==> config.mk <==
export PLATFORM = sky130hd
export DESIGN_NAME = conditional_branch_unit
export DESIGN_NICKNAME = d
export VERILOG_FILES = /design/src/pkg/branch_pkg.sv /design/src/design/conditional_branch_unit.sv /design/src/design/branch_condition_eval.sv /design/src/design/branch_target_adder.sv
export VERILOG_INCLUDE_DIRS = /design/src /design/src/pkg
export SDC_FILE = /design/constraint.sdc
export NUM_CORES = 1
export LEC_CHECK = 0
export ABC_AREA = 1
export BUFFER_PORTS_ARGS = -buffer_cell sky130_fd_sc_hd__buf_2
export CAP_MARGIN = 5
export CORE_ASPECT_RATIO = 0.7
export CORE_UTILIZATION = 55
export CTS_CLUSTER_SIZE = 16
export DETAILED_ROUTE_END_ITERATION = 8
export MAX_ROUTING_LAYER = met4
export PLACE_DENSITY = 0.83
export SETUP_SLACK_MARGIN = 0.1
export SLEW_MARGIN = 20
export SYNTH_ARGS = -nofsm -noshare
export SYNTH_HDL_FRONTEND = slang
export SYNTH_SLANG_ARGS = --single-unit
==> constraint.sdc <==
create_clock -name pclk -period 2.23 [get_ports pclk]
set_clock_uncertainty 0.05 [all_clocks]
set_input_delay 0.1115 -clock pclk [delete_from_list [all_inputs] [get_ports pclk]]
set_output_delay 0.1115 -clock pclk [all_outputs]
set_load 0.02 [all_outputs]
==> src/pkg/branch_cfg.svh <==
// Offsets, field positions, widths, reset values and cycle counts of the branch unit
`ifndef BRANCH_CFG_SVH
`define BRANCH_CFG_SVH

// ----------------------------------------------------------------
// Widths
// ----------------------------------------------------------------
`define PC_W 16
`define KOFF_W 7
`define FLAGS_W 8
`define SIDX_W 3
`define OP_W 4
`define ADDR_W 12
`define DATA_W 32

// ----------------------------------------------------------------
// Register byte addresses
// ----------------------------------------------------------------
`define ADDR_INSTR 12'h000
`define ADDR_PC 12'h004
`define ADDR_FLAGS 12'h008
`define ADDR_STATUS 12'h00C

// ----------------------------------------------------------------
// Field positions
// ----------------------------------------------------------------
`define INSTR_OP_LSB 0
`define INSTR_SIDX_LSB 4
`define INSTR_KOFF_LSB 8
`define FLAG_C 0
`define FLAG_Z 1
`define FLAG_N 2
`define FLAG_V 3
`define FLAG_S 4
`define FLAG_H 5
`define FLAG_T 6
`define FLAG_I 7
`define STAT_BUSY 0
`define STAT_TAKEN 1
`define STAT_ILLEGAL 2
`define STAT_CYC_LSB 4

// ----------------------------------------------------------------
// Reset values and counts
// ----------------------------------------------------------------
`define PC_RST 16'h0000
`define FLAGS_RST 8'h00
`define PC_ONE 16'h0001
`define CYC_NONE 2'h0
`define CYC_NOT_TAKEN 2'h1
`define CYC_TAKEN 2'h2
`define INSTR_LANES 4'h3 // Lanes that must be written together on a launch

`endif

==> src/pkg/branch_pkg.sv <==
// Types shared by the conditional branch unit
`include "branch_cfg.svh"

package branch_pkg;

    // Branch operations held in the instruction register
    typedef enum logic [`OP_W-1:0] {
        branch_on_bit_clear,
        branch_on_equal,
        branch_on_not_equal,
        branch_on_carry_set,
        branch_on_carry_clear,
        branch_unsigned_same_or_higher,
        branch_unsigned_lower,
        branch_on_minus,
        branch_on_plus,
        branch_signed_greater_equal,
        branch_signed_less,
        branch_on_half_carry_set,
        branch_on_half_carry_clear,
        branch_on_transfer_set
    } branch_op_e;

    // Execution sequence
    typedef enum logic [1:0] {
        st_idle,
        st_eval,
        st_load
    } exec_state_e;

    // Whole state of the unit
    typedef struct packed {
        exec_state_e fsm;
        logic [`PC_W-1:0] pc;
        logic [`FLAGS_W-1:0] flags;
        logic [`OP_W-1:0] op;
        logic [`SIDX_W-1:0] sidx;
        logic [`KOFF_W-1:0] koff;
        logic [`PC_W-1:0] target;
        logic taken;
        logic illegal;
        logic [1:0] last_cycles;
        logic done;
        logic pready;
        logic pslverr;
        logic [`DATA_W-1:0] prdata;
    } unit_state_s;

endpackage

==> src/design/conditional_branch_unit.sv <==
// Conditional relative branch unit with its APB register slave
//
// Functional notes
// RULE1 - bit-clear branch taken when selected flag clear
// RULE2 - equal branch taken when zero flag set
// RULE3 - not-equal branch taken when zero flag clear
// RULE4 - carry-set and lower taken when carry set
// RULE5 - carry-clear and same-or-higher taken when carry clear
// RULE6 - minus branch taken when negative flag set
// RULE7 - plus branch taken when negative flag clear
// RULE8 - signed greater-equal taken when N xor V clear
// RULE9 - signed less taken when N xor V set
// RULE10 - half-carry-set taken when half carry set
// RULE11 - half-carry-clear taken when half carry clear
// RULE12 - transfer-set branch taken when T flag set
// RULE13 - taken branch loads PC plus k plus one
// RULE14 - each branch completes in one or two cycles
// RULE15 - branches never change the status flags
// RULE16 - untaken takes one cycle, taken takes two
// RULE17 - offset k is sign extended before addition
`timescale 1ns/10ps
`default_nettype none
`include "branch_cfg.svh"

module conditional_branch_unit (
    input wire logic pclk,
    input wire logic presetn,
    input wire logic ce,
    input wire logic [`ADDR_W-1:0] paddr,
    input wire logic psel,
    input wire logic penable,
    input wire logic pwrite,
    input wire logic [`DATA_W-1:0] pwdata,
    input wire logic [3:0] pstrb,
    output logic [`DATA_W-1:0] prdata,
    output logic pready,
    output logic pslverr,
    output logic [`PC_W-1:0] pc_out,
    output logic busy,
    output logic branch_done
);

    // ----------------------------------------------------------------
    // Declarations
    // ----------------------------------------------------------------
    localparam branch_pkg::unit_state_s STATE_RST = '{
        fsm: branch_pkg::st_idle,
        pc: `PC_RST,
        flags: `FLAGS_RST,
        op: 4'h0,
        sidx: 3'h0,
        koff: 7'h00,
        target: `PC_RST,
        taken: 1'b0,
        illegal: 1'b0,
        last_cycles: `CYC_NONE,
        done: 1'b0,
        pready: 1'b0,
        pslverr: 1'b0,
        prdata: 32'h00000000
    };

    branch_pkg::unit_state_s st_r;
    branch_pkg::unit_state_s st_nxt;
    logic cond_taken;
    logic cond_legal;
    logic [`PC_W-1:0] seq_pc;
    logic [`PC_W-1:0] tgt_pc;
    logic [`DATA_W-1:0] byte_mask;
    logic [`DATA_W-1:0] rd_data;
    logic [`DATA_W-1:0] wr_merge;
    logic [`DATA_W-1:0] wr_old;
    logic hit_instr;
    logic hit_pc;
    logic hit_flags;
    logic hit_status;
    logic unit_busy;
    logic acc_first;
    logic acc_commit;
    logic acc_err;

    // ----------------------------------------------------------------
    // Condition test and target arithmetic
    // ----------------------------------------------------------------
    branch_condition_eval u_cond (
        .op(st_r.op),
        .sidx(st_r.sidx),
        .flags(st_r.flags),
        .taken(cond_taken),
        .legal(cond_legal)
    );

    branch_target_adder u_adder (
        .pc(st_r.pc),
        .koff(st_r.koff),
        .next_seq(seq_pc),
        .target(tgt_pc)
    );

    // ----------------------------------------------------------------
    // APB decode
    // ----------------------------------------------------------------

    // Byte lane mask from write strobes
    genvar lane;
    generate
        for (lane = 0; lane < 4; lane++)
        begin : g_lane
            assign byte_mask[lane*8 +: 8] = {8{pstrb[lane]}};
        end
    endgenerate

    // Address hits and phase qualifiers
    assign hit_instr = (paddr == `ADDR_INSTR);
    assign hit_pc = (paddr == `ADDR_PC);
    assign hit_flags = (paddr == `ADDR_FLAGS);
    assign hit_status = (paddr == `ADDR_STATUS);
    assign unit_busy = (st_r.fsm != branch_pkg::st_idle);
    assign acc_first = psel & penable & ~st_r.pready;
    assign acc_commit = psel & penable & st_r.pready & pwrite & ~st_r.pslverr;

    // Read data mux, reserved bits read as zero
    always_comb
    begin
        rd_data = 32'h00000000;
        wr_old = 32'h00000000;
        if (hit_instr)
        begin
            rd_data[`INSTR_OP_LSB +: `OP_W] = st_r.op;
            rd_data[`INSTR_SIDX_LSB +: `SIDX_W] = st_r.sidx;
            rd_data[`INSTR_KOFF_LSB +: `KOFF_W] = st_r.koff;
        end
        else if (hit_pc)
        begin
            rd_data[`PC_W-1:0] = st_r.pc;
        end
        else if (hit_flags)
        begin
            rd_data[`FLAGS_W-1:0] = st_r.flags;
        end
        else if (hit_status)
        begin
            rd_data[`STAT_BUSY] = unit_busy;
            rd_data[`STAT_TAKEN] = st_r.taken;
            rd_data[`STAT_ILLEGAL] = st_r.illegal;
            rd_data[`STAT_CYC_LSB +: 2] = st_r.last_cycles;
        end
        wr_old = rd_data;
    end

    // Merge of enabled write lanes over current contents
    assign wr_merge = (wr_old & ~byte_mask) | (pwdata & byte_mask);

    // Unmapped, partial launch, or change while a branch runs
    always_comb
    begin
        acc_err = 1'b0;
        if (!(hit_instr || hit_pc || hit_flags || hit_status))
        begin
            acc_err = 1'b1;
        end
        else if (pwrite && !hit_status)
        begin
            acc_err = unit_busy; // RULE15
            if (hit_instr && ((pstrb & `INSTR_LANES) != `INSTR_LANES))
            begin
                acc_err = 1'b1;
            end
        end
    end

    // ----------------------------------------------------------------
    // Next state
    // ----------------------------------------------------------------

    // Bus answer, branch sequence and register writes
    always_comb
    begin
        st_nxt = st_r;
        st_nxt.done = 1'b0;
        st_nxt.pready = acc_first;
        if (acc_first)
        begin
            st_nxt.pslverr = acc_err;
            st_nxt.prdata = (acc_err || pwrite) ? 32'h00000000 : rd_data;
        end
        unique case (st_r.fsm)
            branch_pkg::st_idle:
            begin
                if (acc_commit && hit_instr)
                begin
                    st_nxt.fsm = branch_pkg::st_eval;
                    st_nxt.op = wr_merge[`INSTR_OP_LSB +: `OP_W];
                    st_nxt.sidx = wr_merge[`INSTR_SIDX_LSB +: `SIDX_W];
                    st_nxt.koff = wr_merge[`INSTR_KOFF_LSB +: `KOFF_W];
                end
                else if (acc_commit && hit_pc)
                begin
                    st_nxt.pc = wr_merge[`PC_W-1:0];
                end
                else if (acc_commit && hit_flags)
                begin
                    st_nxt.flags = wr_merge[`FLAGS_W-1:0];
                end
            end
            branch_pkg::st_eval:
            begin
                st_nxt.illegal = ~cond_legal;
                st_nxt.taken = cond_taken;
                if (cond_taken)
                begin
                    st_nxt.fsm = branch_pkg::st_load; // RULE16
                    st_nxt.target = tgt_pc; // RULE13
                end
                else
                begin
                    st_nxt.fsm = branch_pkg::st_idle;
                    st_nxt.pc = seq_pc; // RULE16
                    st_nxt.last_cycles = `CYC_NOT_TAKEN; // RULE14
                    st_nxt.done = 1'b1;
                end
            end
            branch_pkg::st_load:
            begin
                st_nxt.fsm = branch_pkg::st_idle;
                st_nxt.pc = st_r.target; // RULE13
                st_nxt.last_cycles = `CYC_TAKEN; // RULE14
                st_nxt.done = 1'b1;
            end
            default:
            begin
                st_nxt.fsm = branch_pkg::st_idle;
            end
        endcase
    end

    // State register, frozen while the clock enable is low
    always_ff @(posedge pclk or negedge presetn)
    begin
        if (!presetn)
        begin
            st_r <= STATE_RST;
        end
        else if (ce)
        begin
            st_r <= st_nxt;
        end
    end

    // ----------------------------------------------------------------
    // Outputs
    // ----------------------------------------------------------------
    assign prdata = st_r.prdata;
    assign pready = st_r.pready;
    assign pslverr = st_r.pslverr;
    assign pc_out = st_r.pc;
    assign busy = unit_busy;
    assign branch_done = st_r.done;

    // ----------------------------------------------------------------
    // Checks
    // ----------------------------------------------------------------
    logic eval_now;
    logic [`PC_W-1:0] tgt_chk;
    logic [`PC_W-1:0] seq_chk;

    // Independent references for the target checks
    assign eval_now = (st_r.fsm == branch_pkg::st_eval);
    assign tgt_chk = st_r.pc + {{(`PC_W - `KOFF_W){st_r.koff[`KOFF_W-1]}}, st_r.koff} + `PC_ONE;
    assign seq_chk = st_r.pc + `PC_ONE;
endmodule
`default_nettype wire

==> src/design/branch_condition_eval.sv <==
// Condition test of one conditional branch against the status flags
`timescale 1ns/10ps
`default_nettype none
`include "branch_cfg.svh"

module branch_condition_eval (
    input wire logic [`OP_W-1:0] op,
    input wire logic [`SIDX_W-1:0] sidx,
    input wire logic [`FLAGS_W-1:0] flags,
    output logic taken,
    output logic legal
);

    // Select flag test by operation
    always_comb
    begin
        taken = 1'b0;
        legal = 1'b1;
        unique case (op)
            branch_pkg::branch_on_bit_clear: taken = ~flags[sidx]; // RULE1
            branch_pkg::branch_on_equal: taken = flags[`FLAG_Z]; // RULE2
            branch_pkg::branch_on_not_equal: taken = ~flags[`FLAG_Z]; // RULE3
            branch_pkg::branch_on_carry_set: taken = flags[`FLAG_C]; // RULE4
            branch_pkg::branch_unsigned_lower: taken = flags[`FLAG_C]; // RULE4
            branch_pkg::branch_on_carry_clear: taken = ~flags[`FLAG_C]; // RULE5
            branch_pkg::branch_unsigned_same_or_higher: taken = ~flags[`FLAG_C]; // RULE5
            branch_pkg::branch_on_minus: taken = flags[`FLAG_N]; // RULE6
            branch_pkg::branch_on_plus: taken = ~flags[`FLAG_N]; // RULE7
            branch_pkg::branch_signed_greater_equal:
                taken = ~(flags[`FLAG_N] ^ flags[`FLAG_V]); // RULE8
            branch_pkg::branch_signed_less:
                taken = flags[`FLAG_N] ^ flags[`FLAG_V]; // RULE9
            branch_pkg::branch_on_half_carry_set: taken = flags[`FLAG_H]; // RULE10
            branch_pkg::branch_on_half_carry_clear: taken = ~flags[`FLAG_H]; // RULE11
            branch_pkg::branch_on_transfer_set: taken = flags[`FLAG_T]; // RULE12
            default: legal = 1'b0; // Unused codes never branch
        endcase
    end

endmodule
`default_nettype wire

==> src/design/branch_target_adder.sv <==
// Sequential and relative branch target addresses
`timescale 1ns/10ps
`default_nettype none
`include "branch_cfg.svh"

module branch_target_adder (
    input wire logic [`PC_W-1:0] pc,
    input wire logic [`KOFF_W-1:0] koff,
    output logic [`PC_W-1:0] next_seq,
    output logic [`PC_W-1:0] target
);

    logic [`PC_W-1:0] koff_ext;

    // Word displacement, sign extended, wraps at the top of program space
    assign koff_ext = {{(`PC_W - `KOFF_W){koff[`KOFF_W-1]}}, koff}; // RULE17
    assign next_seq = pc + `PC_ONE;
    assign target = pc + koff_ext + `PC_ONE; // RULE13

endmodule
`default_nettype wire

Word level (Yosys, flattened, before mapping)
Index checks and enable logic that the tools add are counted.
{ "op_classes": {"n_addsub": 3, "order_cmp": 1, "n_eq_ne": 23, "n_mux": 31, "bitwise": 21, "n_reduce_logical": 27} }
{ "op_table": {"columns": ["cell", "count"], "rows": [
  ["$mux W16", 3],
  ["$pmux W16 S3", 1],
  ["$add A16 B1 Y16 const B", 2],
  ["$and A16 B16 Y16", 2],
  ["$mux W8", 4],
  ["$eq A12 B4 Y1 const B", 2],
  ["$eq A4 B4 Y1 const B", 6],
  ["$mux W24", 1],
  ["$add A16 B16 Y16", 1],
  ["$eq A4 B3 Y1 const B", 4],
  ["$not A16 Y16", 1],
  ["$or A16 B16 Y16", 1],
  ["$mux W7", 2],
  ["$reduce_or A14 Y1", 1],
  ["$eq A12 B3 Y1 const B", 1],
  ["$logic_not A12 Y1", 1],
  ["$pmux W1 S12", 1],
  ["$not A1 Y1", 11],
  ["$mux W2", 5],
  ["$ne A2 B2 Y1 const B", 5],
  ["$reduce_and A5 Y1", 2],
  ["$mux W3", 3],
  ["$reduce_and A3 Y1", 3],
  ["$eq A4 B2 Y1 const B", 2],
  ["19 further kinds", 41]
]} }
{ "totals": {"register_bits": 95, "in_bits": 54, "out_inout_bits": 52, "wordCells": 120} }

Longest topological paths before layout
Gate-level depths: netlist (run 1).
{ "logic_depth": {"depth_word": 11, "depth_mapped": 14, "depth_no_buf": 14} }

By module
From an unflattened synthesis (run 1), not the netlist that was laid out.
{ "unflattened": {"cells_unflattened": 928, "hier_area_um2": 6248.5} }
{ "by_module_without_submodules": {"columns": ["module", "instances", "cells_each", "area_per_inst_um2", "seq_area_each_um2"], "rows": [
  ["conditional_branch_unit", 1, 619, 4683.2, 1976.9],
  ["branch_target_adder", 1, 235, 1266.2, 0.0],
  ["branch_condition_eval", 1, 74, 299.0, 0.0]
]} }

Worst setup path before layout (run 1)
No wires, ideal clock.
{ "synth_path": {"path_type": "register -> register", "startpoint": "register st_r, in the netlist pc_out[0]", "endpoint": "register st_r[49] (netlist bit)", "setup_ns": 0.126, "t_arrival_ns": 1.750, "t_required_ns": 2.054, "path_slack_ns": 0.304, "path_stages_with_launch": 12, "n_path_buf": 0, "synth_period_minus_slack_ns": 1.926, "path_cell_list": "dfrtp_1 -> inv_1 -> ha_1 -> inv_1 -> fa_1 -> nand3_1 -> nand2_1 -> nand2_1 -> nand2_1 -> a21oi_1 -> xor2_1 -> o21ai_0"} }
{ "synth_via": {"elab_chain_len": 2} }
{ "synth_rtl": {"columns": ["element", "line_no", "rtl"], "rows": [
  ["start, declared", "conditional_branch_unit.sv:63", "branch_pkg::unit_state_s st_r;"],
  ["start signal, assigned", "conditional_branch_unit.sv:246", "st_r <= st_nxt;"],
  ["$add A16 B16 Y16", "branch_target_adder.sv:18", "assign target = pc + koff_ext + `PC_ONE;"],
  ["$add A16 B1 Y16 (no source line)", null, null]
]} }
No other way between the ends.
A chain may end at the register's enable or synchronous reset.

Worst setup path in the final report (run 1)
{ "layout_path": {"startpoint": "register st_r[69] (netlist bit)", "endpoint": "register st_r, in the netlist pc_out[4]"} }
{ "layout_via": {"elab_chain_len": 6, "word_cells_on_any_way": 7, "cone_classes": "1 x eq/ne; 3 x mux; 2 x bitwise; 1 x reduce/logical"} }
{ "layout_rtl": {"columns": ["element", "line_no", "rtl"], "rows": [
  ["$bmux W1 S3", "branch_condition_eval.sv:20", "branch_pkg::branch_on_bit_clear: taken = ~flags[sidx];"],
  ["$mux W1 (implied by the code)", "branch_condition_eval.sv:20", null],
  ["$not A1 Y1", "branch_condition_eval.sv:20", null],
  ["$pmux W1 S12 (*)", "branch_condition_eval.sv:19", "unique case (op)"],
  ["$ne A2 B2 Y1 (no source line) (*)", null, null],
  ["$reduce_and A5 Y1 (no source line) (*)", null, null]
]} }
Mark *: on every way between the ends. The rest lies on a longest branch, timed or not. The select of a mux whose other input is x is not followed.

==> flow_summary.ini, run 1 <==
[run_status]
status = complete, no violations

[logic_synthesis]
netlist.top_cell.by_area = dfrtp_1
synthXorXnorAreaFrac_pct = 2.21
synth_top_family_by_area = simple AND/OR/NAND/NOR gates
synth_cell_types = 42
yosysWarnings = 0
synth_top_area_share_pct = 33.3
synth_compound_area_share_pct = 8.68
synth_commonest_cells = nand2_1, nand3_1, dfrtp_1, inv_1, buf_4
synth_edf_count = 0
synth.area.mux_share_pct = 0
ys_seq_area_share_pct = 33.3
synth-adder-area-share_pct = 4.76
synth_seq_cells = 79
synth_area_um2 = 5940
synth.area.top_cells = dfrtp_1, nand2_1, nand3_1
yosys.area_share.simple_pct = 38.3
synth_area_per_cell_um2 = 6.82
synth_most_common_cell = nand2_1
async_flop_share_pct = 100
synth_ff_type = dfrtp_1
syn_inst = 870

[job]
max_cap_viol_count = 0

[drt]
wl_um = 17100
avgRoutedWirePerCell_um = 16.3
vias = 5938
antenna_left = 0
drc_errors = 0
first_pass_iters = 7
drtIter0Drc = 792
via_per_inst = 5.65

[hold_path]
hp-class = in -> reg
min_from = pwdata[14]
whs_endpoint = st_r[61]$_DFFE_PN0P_
min_path_cells = 4

[placement]
portBuffers = 71
routabilityCongestion = 0.969
hpwlAfterDp_um = 12700

[finish]
seq_area_um2 = 1980
n_fill_cell = 953
fin_nets = 990
multi_input_area_um2 = 3280
area_growth_pct = 10.6
diodes = 0
drive_gt1_share_pct = 17.2

[timing]
period_needed_ns = 2.06
slew_violations = 0
fmax_mhz = 485
period_share_pct = 92.4
fin_setup_tns_ns = 0
setup_viol = 0
finalHoldViolCount = 0
rsz0062_at_grt = true

[critical_path]
cp-start-kind = flip-flop
critPathMaxFanout = 16
slowest_stage = dfrtp_1
reg2reg_slack_ns = 0.17
critPathMostFrequentCell = nand2_1
crit_required_ns = 2.41
slowest_delay_ns = 0.48
critical-path-top-delay-family = simple AND/OR/NAND/NOR gates
worstPathArrival_ns = 2.24
reg2regPathDepth = 11
crit_type = reg -> reg
critical_path_buf_inv_count = 1
regToRegStartpoint = st_r[69]$_DFFE_PN0P_
crit_chain = inv_1 -> nand2_1 -> nand2_1 -> nand2_1 -> nand3_1 -> nor2_2 -> nand4_4 -> nand2_2 -> nand3_4 -> nand2_1 -> nand2_1
worst_setup_path_end_kind = flip-flop
reg2reg_to = pc_out[4]$_DFFE_PN0P_

[power_and_ir_drop]
power_density_nw_per_um2 = 831
finalPower_mw = 5.45
pwr-share-clk_pct = 31.7
p_leak_nw = 3.53
seqPwrFrac_pct = 34.1
combPwrFrac_pct = 34.2
irDropWorstVdd_v = 0.000559
power.internal_mw = 3.32
p_switching_mw = 2.13
swShare_pct = 39.0

[global_route]
grt_max_degree = 45
grtUsageMet3_pct = 9.99
grt_pass1_vias = 5288
groute.layer.met1.usage_pct = 45.1
grtUsageTotal_pct = 32.7
grtUsageMet2_pct = 46.4
grt_pass1_wl_um = 27100
grt.overflow.total = 0
busiest_layer = met2
antenna_found_initial = 0

[clock_tree]
cts_buffers = 9
post_cts_buffers = 0
clock_latency_ns = 0.34
cts-root-buf = clkbuf_16
cts.sinks = 79
path_clk_slew_ns = 0.06
htreeDepth = 3
cts.path.max_buffers = 2
cts_tree = built

[floorplan]
core_um2 = 10400
pin_count = 106
rows = 31
start_util_pct = 56.9
die_h_um = 88.9
dieArea_um2 = 11200
die_x_um = 126
registers in the layout (all words and copies together) (netlist names):
name / count
prdata: 16
pslverr: 1
st_r: 44
pc_out: 16
branch_done: 1
pready: 1
placed cells by master, fill, tap and decap left out, types with 5 or more instances in the layout:
| cell | instances |
|---|---|
| nor2_2 | 8 |
| xnor2_1 | 12 |
| or2_2 | 8 |
| dfrtp_1 | 74 |
| clkbuf_16 | 9 |
| ha_1 | 20 |
| nor2_1 | 39 |
| inv_1 | 57 |
| buf_2 | 70 |
| nand2_1 | 330 |
| buf_4 | 17 |
| nand4_1 | 15 |
| inv_2 | 8 |
| a21oi_1 | 24 |
| nor3_1 | 5 |
| nand3_1 | 97 |
| dfrtp_2 | 5 |
| nand2_2 | 8 |
| o21ai_0 | 52 |
| conb_1 | 16 |
metrics by stage:
step	cell area (um2)	hold WS (ns)	util (%)	cells	setup WS [ns]
2_1_floorplan	5990	-0.234	-	885	0.304
3_3_place_gp	6170	0.0419	59.2	1033	0.180
3_5_place_dp	6170	0.0409	59.2	1033	0.152
4_1_cts	6540	0.0468	62.7	1051	0.102
5_1_grt	6560	0.0719	62.9	1051	0.0602
6_report	6560	0.0533	62.9	1051	0.169
logic make-up after synthesis:
logic type,Yosys count
simple gates,522
fa+ha+maj,22
compound gates,92
flops,79
other cells,1
buf+inv,139
xor+xnor,15
worst max-delay path by stage:
| stage | start | endpoint | slack [ns] | cells after the start |
|---|---|---|---|---|
| 5_1_grt | st_r[61]$_DFFE_PN0P_ | st_r[54]$_DFFE_PN0P_ | 0.06 | 10 |
| 3_5_place_dp | pc_out[1]$_DFFE_PN0P_ | pc_out[8]$_DFFE_PN0P_ | 0.15 | 12 |
| 4_1_cts | pc_out[1]$_DFFE_PN0P_ | pc_out[8]$_DFFE_PN0P_ | 0.10 | 12 |
| 2_1_floorplan | pc_out[0]$_DFFE_PN0P_ | st_r[49]$_DFFE_PN0P_ | 0.30 | 11 |
| 3_3_place_gp | st_r[55]$_DFFE_PN0P_ | st_r[49]$_DFFE_PN0P_ | 0.18 | 11 |
| 6_report | st_r[69]$_DFFE_PN0P_ | pc_out[4]$_DFFE_PN0P_ | 0.17 | 11 |
cell type report:
type | instances | area share (%)
Multi-Input combinational cell | 667 | 50.0
Sequential cell | 79 | 30.2
Timing Repair Buffer | 91 | 8.20
Inverter | 66 | 3.77
Clock buffer | 11 | 3.70
Tap cell | 132 | 2.52
Clock inverter | 5 | 1.58
worst min-delay path: cells and delay by family:
| kind | cells | cell delay (ns) |
|---|---|---|
| buffers and inverters | 1 | 0.08 |
| and+or+nand+nor | 3 | 0.23 |
power groups by stage:
| stage | clock network [mW] | registers, mW | logic [mW] |
|---|---|---|---|
| floorplan | 0 | 1.80 | 1.34 |
| global placement | 0 | 1.86 | 1.77 |
| detailed placement | 0 | 1.86 | 1.79 |
| CTS | 1.74 | 1.84 | 1.81 |
| global route | 1.82 | 1.87 | 2.03 |
| finish | 1.73 | 1.86 | 1.86 |
layer usage:
metal,routed length (um),share of wire (%)
met1,7710,45
met2,6930,41
met3,2200,13
met4,265,1.5
met5,0,0
repair_timing:
item,4_1_cts,5_1_grt
resized for setup,0,13
setup endpoints to repair,0,31
hold buffers,2,0
hold endpoints to repair,36,0
(Power assumes the default switching activity.)
==> run 2: changes to the inputs <==
--- a/config.mk
+++ b/config.mk
@@ -15,6 +15,7 @@
 export DETAILED_ROUTE_END_ITERATION = 8
 export MAX_ROUTING_LAYER = met4
 export PLACE_DENSITY = 0.83
+export REMOVE_ABC_BUFFERS = 1
 export SETUP_SLACK_MARGIN = 0.1
 export SLEW_MARGIN = 20
 export SYNTH_ARGS = -nofsm -noshare
==> run 2 against run 1 <==
Against the previous run: die area stayed put; clock-buffer cell count down 1; power shrank 5.2%; non-clock buffer count up 2; first-iteration DRC count decreased by 6.1%; register-to-register slack improved by 0.06 ns; final area down 0.53%; largest power group is now combinational cells; worst hold slack worse by 0.045 ns.
==> flow_summary.ini, run 2 (synthesized netlist as in run 1, its figures left out) <==
[drt]
wl_um = 16600
vias = 5743
first_pass_iters = 6
antenna_left = 0
drtIter0Drc = 744
avgRoutedWirePerCell_um = 15.8
via_per_inst = 5.45
drc_errors = 0

[floorplan]
rows = 31
core_um2 = 10400
start_util_pct = 56.9
die_h_um = 88.9
dieArea_um2 = 11200
pin_count = 106
die_x_um = 126

[clock_tree]
post_cts_buffers = 0
cts_tree = built
htreeDepth = 3
path_clk_slew_ns = 0.07
cts.path.max_buffers = 2
cts.sinks = 79
cts_buffers = 9
clock_latency_ns = 0.35
cts-root-buf = clkbuf_16

[placement]
dp_slack_ns = 0.123
hpwlAfterDp_um = 12600
portBuffers = 71
routabilityCongestion = 0.998

[global_route]
grtUsageTotal_pct = 32.2
grt.overflow.total = 0
grt_max_degree = 44
antenna_found_initial = 0
grt_pass1_vias = 5188
grt_pass1_wl_um = 26700

[finish]
largest_register_ffs = 44
drive_gt1_share_pct = 17.7
fin_nets = 992
diodes = 0
largest-register = st_r
n_fill_cell = 913
final_cell_mix = nand2_1, nand3_1, dfrtp_1
final_common_cell = nand2_1
area_growth_pct = 9.99

[hold_path]
hp-class = in -> reg
min_from = ce
min_path_cells = 2
whs_endpoint = pready$_DFFE_PN0P_

[timing]
setup_viol = 0
rsz0062_at_grt = true
relSlewSlack_pct = 62.2
finalHoldViolCount = 0
holdWs_ns = 0.00868
slew_violations = 0
tightestPinTransition_ns = 0.566
final.setup.worst_slack_ns = 0.228
period_needed_ns = 2.00
fin_setup_tns_ns = 0
fmax_mhz = 499
period_share_pct = 89.8

[critical_path]
reg2regPathDepth = 10
crit_required_ns = 2.41
reg2reg_slack_ns = 0.23
reg2reg_to = pc_out[1]$_DFFE_PN0P_
worstPathArrival_ns = 2.18
regToRegStartpoint = st_r[62]$_DFFE_PN0P_
worst_setup_path_end_kind = flip-flop
critPathMaxFanout = 16
cp-start-kind = flip-flop
crit_type = reg -> reg

[power_and_ir_drop]
power_density_nw_per_um2 = 792
p_leak_nw = 3.52
irDropWorstVdd_v = 0.000487

[job]
max_cap_viol_count = 0

[run_status]
status = complete, no violations
==> run 2: changes by cell type in the layout (fill, tap and decap cells not counted), sizes merged <==
| cell | delta |
|---|---|
| buf | +3 |
| bufinv | -3 |
| inv | +2 |
| clkbuf | -1 |
| clkinv | +1 |
| clkinvlp | +1 |
| dlygate4sd3 | -1 |
==> run 2: layer usage <==
| layer | share of wire, % | GRT usage, % |
|---|---|---|
| met1 | 46 | 43.9 |
| met2 | 41 | 45.7 |
| met3 | 12 | 11.6 |
| met4 | 0.88 | 6.46 |
| met5 | 0 | - |
==> run 2: how the worst max path moves through the flow <==
stage                               from                     end  slack (ns)  cells after the start
detailed placement  st_r[55]$_DFFE_PN0P_    st_r[49]$_DFFE_PN0P_        0.12                     11
global placement    st_r[55]$_DFFE_PN0P_    st_r[49]$_DFFE_PN0P_        0.17                     11
floorplan             pready$_DFFE_PN0P_  prdata[11]$_DFFE_PN0P_        0.12                      5
CTS                 st_r[55]$_DFFE_PN0P_    st_r[49]$_DFFE_PN0P_        0.11                     11
finish              st_r[62]$_DFFE_PN0P_   pc_out[1]$_DFFE_PN0P_        0.23                     10
global route        st_r[55]$_DFFE_PN0P_    st_r[53]$_DFFE_PN0P_        0.09                     12
==> run 2: what timing repair did <==
action                                  4_1_cts  5_1_grt
hold endpoints to repair                     42        0
hold buffers                                  1        0
endpoints found under the setup margin        0       26
resized for setup                             0       14
==> run 2: power breakdown <==
part / total, mW / internal [mW] / switching, mW
clock network: 1.45 / 0.800 / 0.654
registers: 1.83 / 1.59 / 0.241
logic: 1.89 / 0.628 / 1.26
total: 5.17 / 3.01 / 2.16
==> run 2: final cells by class <==
| cell class | count | area, um2 | area share, % |
|---|---|---|---|
| clock buffers | 10 | 239 | 3.66 |
| repair buffers | 93 | 563 | 8.62 |
| flip-flops and latches | 79 | 1980 | 30.4 |
| clock inverters | 6 | 50.0 | 0.767 |
| inverters | 66 | 248 | 3.79 |
| multi-input cells | 667 | 3280 | 50.2 |
| well taps | 132 | 165 | 2.53 |
==> run 2: per-stage QoR <==
step                      power [mW]  cell area [um2]  utilization (%)  instances
final                           5.17             6530             62.6       1053
after global routing            5.45             6530             62.6       1053
after CTS                       5.13             6510             62.4       1053
after global placement          3.66             6210             59.5       1036
after detailed placement        3.68             6210             59.5       1036
after floorplan                 2.90             5490                -        812
==> run 2: worst max-delay path: stages, from the launching register on <==
cell and delay, ns:
dfrtp_1 0.46, inv_1 0.18, nand2_1 0.08, nand3_1 0.07, nand3_1 0.09, nand3_1 0.12, nand4_4 0.20, nand2_2 0.17
nand3_4 0.23, nand2_1 0.14, nand2_1 0.08
